$ cat src/core/fiber_test_consts.vh
// Constants for the fiber status and bit sequence test block.
`ifndef FIBER_TEST_CONSTS_VH
`define FIBER_TEST_CONSTS_VH
// Register indices; the byte address is four times the index.
`define IDX_EVENT_STATUS   8'h13
`define IDX_RX_ERR_COUNT   8'h15
`define IDX_TEST_CONTROL   8'h17
`define IDX_TEST_ERR_LOW   8'h18
`define IDX_TEST_ERR_HIGH  8'h19
`define IDX_EVENT_ENABLE   8'h12
`define IDX_IRQ_STATUS     8'h30
`define IDX_IRQ_MASK       8'h31
// Event status bit positions.
`define EV_SPEED           14
`define EV_DUPLEX          13
`define EV_PAGE            12
`define EV_ANEG            11
`define EV_LINK            10
`define EV_SYMBOL          9
`define EV_FALSE_CARRIER   8
`define EV_FIFO            7
`define EV_ENERGY          4
`define EV_VALID_MASK      16'h7f90
// Test control bit positions.
`define TC_GEN_EN          0
`define TC_CHK_EN          1
`define TC_PAT_LO          2
`define TC_CLEAR           4
`define TC_LOCK_GATE       5
`define TC_GEN_INV         6
`define TC_CHK_INV         7
// Pattern selector codes.
`define PAT_SEQ7           2'h0
`define PAT_SEQ23          2'h1
`define PAT_SEQ31          2'h2
`define PAT_ALT            2'h3
// Reset values and limits.
`define RESET_ZERO16       16'h0000
`define COUNT_MAX16        16'hffff
`define COUNT_MAX32        32'hffffffff
// Irq register bits: 0 event summary, 1 test error.
`define IRQ_EVENT          0
`define IRQ_TEST_ERR       1
// Checker declares lock after this many matching bits in a row.
`define LOCK_MATCHES       6'd32
`endif

$ cat src/core/seq_engine.v
// Bit sequence generator and checker engine.
`default_nettype none
`include "fiber_test_consts.vh"
module seq_engine (
  input  wire        aclk,
  input  wire        aresetn,
  input  wire        gen_en,
  input  wire        chk_en,
  input  wire [1:0]  pattern,
  input  wire        gen_inv,
  input  wire        chk_inv,
  input  wire        rx_bit,
  output reg         tx_bit,
  output reg         mismatch,
  output reg         locked
);
  reg  [30:0] gen_reg;
  reg  [30:0] chk_reg;
  reg         alt_reg;
  reg  [5:0]  match_reg;
  wire        rx_in;
  wire        fb_gen;
  wire        fb_chk;

  // Feedback of the selected polynomial; the new bit is shifted into bit 0.
  function feedback;
    input [30:0] s;
    input [1:0]  p;
    begin
      case (p)
        `PAT_SEQ7:  feedback = s[6] ^ s[5];
        `PAT_SEQ23: feedback = s[22] ^ s[17];
        `PAT_SEQ31: feedback = s[30] ^ s[27];
        default:    feedback = 1'b0;
      endcase
    end
  endfunction

  assign fb_gen = feedback(gen_reg, pattern);
  assign fb_chk = feedback(chk_reg, pattern);
  assign rx_in  = rx_bit ^ chk_inv;

  always @(posedge aclk) begin
    if (!aresetn || !gen_en) begin
      gen_reg <= 31'h7fffffff;
      alt_reg <= 1'b0;
      tx_bit  <= 1'b0;
    end else begin
      // Holding the register in the alternating mode keeps it from filling
      // with zeros, a state from which no polynomial could restart.
      if (pattern != `PAT_ALT)
        gen_reg <= {gen_reg[29:0], fb_gen};
      alt_reg <= ~alt_reg;
      if (pattern == `PAT_ALT)
        tx_bit <= ~alt_reg ^ gen_inv;
      else
        tx_bit <= fb_gen ^ gen_inv;
    end
  end

  // The checker is self-synchronising: it shifts in received bits and
  // compares each with the prediction from the previous ones.
  always @(posedge aclk) begin
    if (!aresetn || !chk_en) begin
      chk_reg   <= 31'h00000000;
      match_reg <= 6'd0;
      locked    <= 1'b0;
      mismatch  <= 1'b0;
    end else begin
      chk_reg  <= {chk_reg[29:0], rx_in};
      if (pattern == `PAT_ALT)
        mismatch <= (rx_in == chk_reg[0]);
      else
        mismatch <= (rx_in != fb_chk);
      if ((pattern == `PAT_ALT) ? (rx_in == chk_reg[0]) : (rx_in != fb_chk))
        match_reg <= 6'd0;
      else if (match_reg != `LOCK_MATCHES)
        match_reg <= match_reg + 6'd1;
      if (match_reg == `LOCK_MATCHES)
        locked <= 1'b1;
    end
  end
endmodule
`default_nettype wire

$ cat config.mk
export PLATFORM = sky130hd
export DESIGN_NAME = seq_engine
export DESIGN_NICKNAME = d
export VERILOG_FILES = /design/src/core/seq_engine.v
export VERILOG_INCLUDE_DIRS = /design/src /design/src/core
export SDC_FILE = /design/constraint.sdc
export NUM_CORES = 1
export LEC_CHECK = 0
export BUFFER_PORTS_ARGS = -buffer_cell sky130_fd_sc_hd__buf_4
export CAP_MARGIN = 20
export CORE_ASPECT_RATIO = 1.1
export CORE_MARGIN = 3
export CORE_UTILIZATION = 45
export CTS_CLUSTER_DIAMETER = 200
export CTS_CLUSTER_SIZE = 40
export DETAILED_ROUTE_END_ITERATION = 16
export GPL_ROUTABILITY_DRIVEN = 0
export SYNTH_ARGS = -nofsm -noshare
export SYNTH_HDL_FRONTEND = slang
export SYNTH_SLANG_ARGS = --single-unit
export TNS_END_PERCENT = 5
$ cat constraint.sdc
create_clock -name aclk -period 1.6 [get_ports aclk]
set_input_delay 0.24 -clock aclk [delete_from_list [all_inputs] [get_ports aclk]]
set_output_delay 0.24 -clock aclk [all_outputs]
set_load 0.01 [all_outputs]
## After elaboration in Yosys (flattened, before gate mapping)

Index checks and enable logic that the tools add are counted.

| storage, ports and cells | value |
|---|---|
| flip-flop bits (word level) | 72 |
| output and inout bits | 3 |
| logic and storage cells | 37 |

| operators by class | value |
|---|---|
| add/subtract/negate cells | 1 |
| equal/unequal tests | 8 |
| multiplexer cells | 4 |
| bitwise logic cells | 10 |
| reductions and logical operators | 7 |

Operators with widths:

| cell | number |
|---|---|
| XOR 1 bit | 9 |
| adder 6 x 1 -> 6 bit (second input constant) | 1 |
| equality test 6 bit (second input constant) | 1 |
| != test 6 bit (second input constant) | 1 |
| one-hot mux 1 bit (3 select lines) | 2 |
| equality test 2 bit (second input constant) | 2 |
| zero test 1 bit | 3 |
| equality test 2 x 1 -> 1 bit (second input constant) | 1 |
| zero test 2 bit | 1 |
| logical OR 1 bit | 2 |
| two-way mux 1 bit | 2 |
| != test 2 bit (second input constant) | 1 |
| OR reduction 2 bit | 1 |
| equality test 1 bit | 1 |
| != test 1 bit | 1 |
| NOT 1 bit | 1 |

## Depth between registers and ports, before layout

Gate-level depths: netlist of the first run.

| depth | value |
|---|---|
| depth after elaboration | 5 |
| mapped depth | 6 |
| mapped depth without buffers | 5 |

## Least setup slack after synthesis of the first run

OpenSTA, ideal clock, no wires.

| timing | value |
|---|---|
| kind | register to register |
| from | register chk_reg[22] |
| to | register match_reg[2] |
| setup time | 0.073 ns |
| arrival | 1.301 ns |
| required time | 1.527 ns |
| slack | 0.226 ns |
| cell stages (with the launch flop) | 5 |
| clock period less this slack | 1.374 ns |
| cell sequence | dfxtp_1 -> xnor2_1 -> mux4_2 -> mux2i_4 -> nor3_2 |

| between the ends | value |
|---|---|
| longest elaborated chain between the ends | 5 |

Ends and longest elaborated chain:

| element | RTL line | text |
|---|---|---|
| start: declaration | seq_engine.v:18 | `reg [30:0] chk_reg;` |
| start signal: assignment | seq_engine.v:70 | `chk_reg <= {chk_reg[29:0], rx_in};` |
| XOR 1 bit | seq_engine.v:32 | `` `PAT_SEQ23: feedback = s[22] ^ s[17]; `` |
| one-hot mux 1 bit (3 select lines) | seq_engine.v:30 | `case (p)` |
| != test 1 bit | seq_engine.v:75 | `` if ((pattern == `PAT_ALT) ? (rx_in == chk_reg[0]) : (rx_in != fb_chk)) `` |
| two-way mux 1 bit | seq_engine.v:75 |  |
| OR reduction 2 bit (no line) | - |  |
| end signal: assignment | seq_engine.v:78 | `match_reg <= match_reg + 6'd1;` |
| end: declaration | seq_engine.v:20 | `reg [5:0] match_reg;` |

Every way passes these cells.
A chain may end at the register's enable or synchronous reset.

## Final worst setup path of the first run

| timing | value |
|---|---|
| from | register chk_reg[17] |
| to | register match_reg[2] |

The elaborated chain is that of the path after synthesis.

==> out/results.ini, run 1 <==
[outcome]
status = complete, no violations

[routing]
vias = 1634
drcViolationCount = 0
wl_met2_um = 1571
drt_iter0_markers = 68
dr.pass1.iters = 4
detail-route-antenna-nets = 0
wl_met3_um = 147
wl_per_cell_um = 11.12
wl_met1_um = 2016
routed.top_layer = met4
via_per_inst = 4.750
routed_wirelength_um = 3824

[pwr]
leakage_nw = 1.299
ir_drop_uv = 621.3
power_density_nw_per_um2 = 1205
finalPower_mw = 3.365

[sta]
hold_viol_final = 0
tns_ns = 0
period_share_pct = 90.30
period_needed_ns = 1.445
relSlewSlack_pct = 79.22
rsz0062_at_grt = false
fin_worst_skew_ns = 0.01190
slew_viol_final = 0
max_slew.worst_pin.slew_ns = 0.3095
fmax_mhz = 692.1
setup_viol = 0

[placed_design]
placed_cells = 328
place_hpwl_um = 2350
placed_area_um2 = 2606
io_buffers = 11

[worst_setup_path]
crit_type = register to register
ff2ff_path_depth = 4
required_ns = 1.88
reg2reg_to = match_reg[2]
path_max_fanout = 6
cp.arrival_ns = 1.72
start_kind = register
r2r_start = chk_reg[17]
r2r_slack_ns = 0.16
critPathCaptureType = register

[cts]
clock_path_buffers = 2
clkTransAtPathRegs_ns = 0.09
cts_setup_buffers = 0
cts_hold_buffers = 0
insertion_delay_ns = 0.35
cts_buffers = 9
htree_levels = 3
cts_tree = yes
clkSinkCount = 72
post_cts_resized = 0
root_buffer = clkbuf_8

[logic_synthesis]
syn_area_um2 = 2451
yosys_register_bits = 72
synth_cells = 258
syn-num-nets = 269
avgSynthCellArea_um2 = 9.500
synth.distinct_cells = 22
ys_seq_area_share_pct = 58.81
ys_warn_count = 0

[global_route]
grt_pass1_vias = 1538
antenna_found_initial = 0
grt_start_max_net_pins = 32
grt_pass1_wl_um = 6796
grt_remaining_overflow = 0
track_usage_pct = 13.53

[floorplan]
ios = 12
dieHeight_um = 83.41
initial_core_util_pct = 47.73
dieArea_um2 = 6370
fp.coreArea_um2 = 5135
num_rows = 27
die_w_um = 76.37

[worst_hold_path]
worstHoldPathType = primary input to register
hold_depth = 3
min_from = gen_inv
holdPathEnd = tx_bit

[layout]
synthToLayoutAreaGrowth_pct = 13.88
finalInstanceArea_um2 = 2791
drive_gt1_share_pct = 13.60
fin_cells = 344
final_util_pct = 54.36
antenna_cells = 0
nNetsFinal = 278

[run]
maxCapViolCount = 0

==> power by group <==
| part | switching, mW | total (mW) | internal [mW] |
|---|---|---|---|
| logic | 0.112 | 0.199 | 0.0863 |
| registers | 0.0166 | 1.84 | 1.82 |
| clock network | 0.734 | 1.33 | 0.591 |
==> worst max-delay path by stage <==
stage | start | endpoint | slack [ns] | depth (start not counted)
CTS | chk_reg[17] | match_reg[2] | 0.14 | 4
finish | chk_reg[17] | match_reg[2] | 0.16 | 4
detailed placement | chk_reg[17] | match_reg[2] | 0.17 | 4
floorplan | chk_reg[22] | match_reg[2] | 0.23 | 4
global route | chk_reg[17] | match_reg[2] | 0.09 | 4
global placement | chk_reg[17] | match_reg[2] | 0.18 | 4
==> per-layer routing <==
metal	GRT usage, %	vias to the layer above
met1	16.71	749
met4	6.919	0
met3	5.857	9
met2	19.98	16
li1	-	860
met5	0	-
==> cell usage after synthesis (all sizes together) <==
| library cell | instances | area [um^2] |
|---|---|---|
| nand3 | 31 | 155.2 |
| xnor2 | 11 | 96.34 |
| buf | 2 | 7.510 |
| ha | 2 | 25.02 |
| nor2b | 1 | 6.260 |
| clkbuf | 16 | 60.06 |
| nand2 | 64 | 240.2 |
| mux4 | 3 | 71.32 |
| nor2 | 13 | 48.80 |
| nor3 | 1 | 10.01 |
| and4b | 1 | 10.01 |
| and2 | 2 | 12.52 |
| o211ai | 1 | 7.510 |
| dfxtp | 72 | 1441 |
| and3 | 30 | 188.9 |
| inv | 3 | 11.26 |
| mux2i | 2 | 32.53 |
| xor2 | 3 | 26.28 |
==> kinds of logic after synthesis <==
family	share of synthesized area, %
fa+ha+maj	1.021
mux	4.237
flops	58.81
simple gates	27.41
compound gates	0.3064
buf+inv	3.216
xor+xnor	5.003
==> critical path: stages (launching register included) <==
cell	delay (ns)
dfxtp_1	0.33
xnor2_1	0.12
mux4_2	0.52
mux2i_4	0.24
nor3_2	0.17
==> per-stage QoR <==
step	hold slack, ns	worst slack (ns)
2_1_floorplan	0.3848	0.2261
6_report	0.1382	0.1551
5_1_grt	0.1558	0.09123
4_1_cts	0.1252	0.1401
3_5_place_dp	0.4121	0.1683
3_3_place_gp	0.4137	0.1823
==> cells in the final DEF, fill, tap and decap left out, types with 2 or more instances in the layout <==
master / netlist / layout
ha_1: 2 / 2
xor2_1: 3 / 3
nor2_1: 13 / 13
and3_1: 29 / 29
mux4_2: 2 / 2
nand2_1: 64 / 64
dfxtp_1: 72 / 72
buf_4: 0 / 15
clkinvlp_4: 0 / 2
inv_6: 0 / 3
inv_1: 3 / 3
nand3_1: 31 / 31
xnor2_1: 11 / 11
clkbuf_8: 0 / 9
==> area by class of cell <==
class | instances | area [um^2]
clock buffers | 9 | 123.9
inverters | 3 | 11.26
repair buffers | 16 | 132.6
fillers | 469 | 2344
multi-input cells | 165 | 930.9
well taps | 72 | 90.09
clock inverters | 7 | 61.31
flip-flops and latches | 72 | 1441
(Power assumes the default switching activity.)
==> run 2, diff against run 1 <==
Settings changed: BUFFER_PORTS_ARGS -buffer_cell sky130_fd_sc_hd__buf_4 to unset, CORE_UTILIZATION 45 to 50, CTS_CLUSTER_DIAMETER 200 to 100, DONT_BUFFER_PORTS set to 1.
==> out/results.ini, run 2 (synthesis gave the netlist of run 1 again) <==
[outcome]
status = complete, no violations

[worst_setup_path]
critPathCaptureType = register
start_kind = register
path_max_fanout = 6  ; unchanged
required_ns = 1.86  ; -0.02 ns
crit_type = register to register
cp.arrival_ns = 1.69  ; -0.03 ns

[cts]
cts_buffers = 9  ; unchanged
cts_hold_buffers = 0  ; unchanged
clkTransAtPathRegs_ns = 0.08  ; about the same
root_buffer = clkbuf_8
cts_setup_buffers = 0  ; unchanged
clock_path_buffers = 2  ; unchanged
insertion_delay_ns = 0.33  ; -0.02 ns
cts_tree = yes
clkSinkCount = 72  ; unchanged
post_cts_resized = 0  ; unchanged
htree_levels = 3  ; unchanged

[layout]
finalInstanceArea_um2 = 2674  ; -4.2%
synthToLayoutAreaGrowth_pct = 9.086
final_util_pct = 57.08  ; +2.7 points
final_cell_mix = 72 x dfxtp_1, 64 x nand2_1, 31 x nand3_1
final_common_cell = dfxtp_1
fin_cells = 315  ; -8.4%
drive_gt1_share_pct = 8.880  ; -4.7 points
num-fill-cells = 432  ; -7.9%
nNetsFinal = 265  ; -4.7%
antenna_cells = 0  ; unchanged

[placed_design]
io_buffers = 0  ; -11
place_hpwl_um = 2345  ; -0.22%
placed_cells = 299  ; -8.8%
place_ws_ns = 0.1741  ; +0.005866 ns
placed_area_um2 = 2476  ; -5.0%

[floorplan]
dieHeight_um = 79.44  ; -4.8%
fp.coreArea_um2 = 4684  ; -8.8%
ios = 12  ; unchanged
initial_core_util_pct = 52.32  ; +4.6 points
num_rows = 26  ; -3.7%
die_w_um = 72.76  ; -4.7%
dieArea_um2 = 5779  ; -9.3%

[pwr]
leakage_nw = 1.241  ; -4.4%
power_density_nw_per_um2 = 1267  ; +5.1%
ir_drop_uv = 555.2  ; -11%
finalPower_mw = 3.387  ; +0.66%

[run]
maxCapViolCount = 0  ; unchanged

[routing]
vias = 1568  ; -4.0%
drcViolationCount = 0  ; unchanged
wl_per_cell_um = 12.05  ; +8.4%
drt_iter0_markers = 109  ; +60%
via_per_inst = 4.978  ; +4.8%
routed_wirelength_um = 3796  ; -0.73%
detail-route-antenna-nets = 0  ; unchanged
dr.pass1.iters = 4  ; unchanged

[sta]
rsz0062_at_grt = false
hold_viol_final = 0  ; unchanged
setup_viol = 0  ; unchanged
fin_worst_skew_ns = 0.008573  ; -0.003327 ns
tns_ns = 0  ; unchanged
slew_viol_final = 0  ; unchanged
fin_ws_ns = 0.1665  ; +0.01141 ns
period_needed_ns = 1.433  ; -0.01141 ns
period_share_pct = 89.59  ; -0.71 points
hold_ws_ns = 0.05401  ; -0.08419 ns
max_slew.worst_pin.slew_ns = 0.3192  ; +0.009705 ns
fmax_mhz = 697.6  ; +0.80%
relSlewSlack_pct = 78.57  ; -0.65 points

[worst_hold_path]
worstHoldPathType = primary input to register

[global_route]
grt_pass1_wl_um = 6941  ; +2.1%
grt_remaining_overflow = 0  ; unchanged
grt_start_max_net_pins = 34  ; +6.3%
track_usage_pct = 15.80  ; +2.3 points
grt_pass1_vias = 1595  ; +3.7%
antenna_found_initial = 0  ; unchanged

==> run 2: cell type report <==
class	count	area (um^2)	share of cell area [%]
Clock inverter	5	56.30	2.106
Sequential cell	72	1441	53.91
Clock buffer	11	141.4	5.288
Multi-Input combinational cell	165	930.9	34.82
Inverter	3	11.26	0.4212
Timing Repair Buffer	3	22.52	0.8423
Tap cell	56	70.07	2.621
==> run 2: path summary, 6_finish.rpt <==
check	start	end	slack, ns	depth (start not counted)
hold reg to reg	alt_reg	alt_reg	0.44	1
hold / removal	gen_inv	tx_bit	0.05	2
setup / recovery	chk_reg[5]	match_reg[2]	0.17	4
setup reg to reg	chk_reg[5]	match_reg[2]	0.17	4
==> run 2: metal layers <==
metal / share of wire, % / wire length, um / global-route usage, %
met3: 3.1 / 119 / 4.534
met1: 47 / 1803 / 18.74
met2: 47 / 1796 / 24.46
met5: 0 / 0 / 0
met4: 2.0 / 76 / 10.70
==> run 2: report_power, final <==
part	leakage (nW)	internal, mW	switching (mW)	total [mW]
combinational	0.557	0.0632	0.0840	0.147
sequential	0.584	1.83	0.0194	1.84
clock	0.0993	0.760	0.634	1.39
==> run 2: critical path: stages, from the launching register on <==
cell	delay, ns
dfxtp_1	0.32
xnor2_1	0.12
mux4_2	0.52
mux2i_4	0.24
nor3_2	0.17
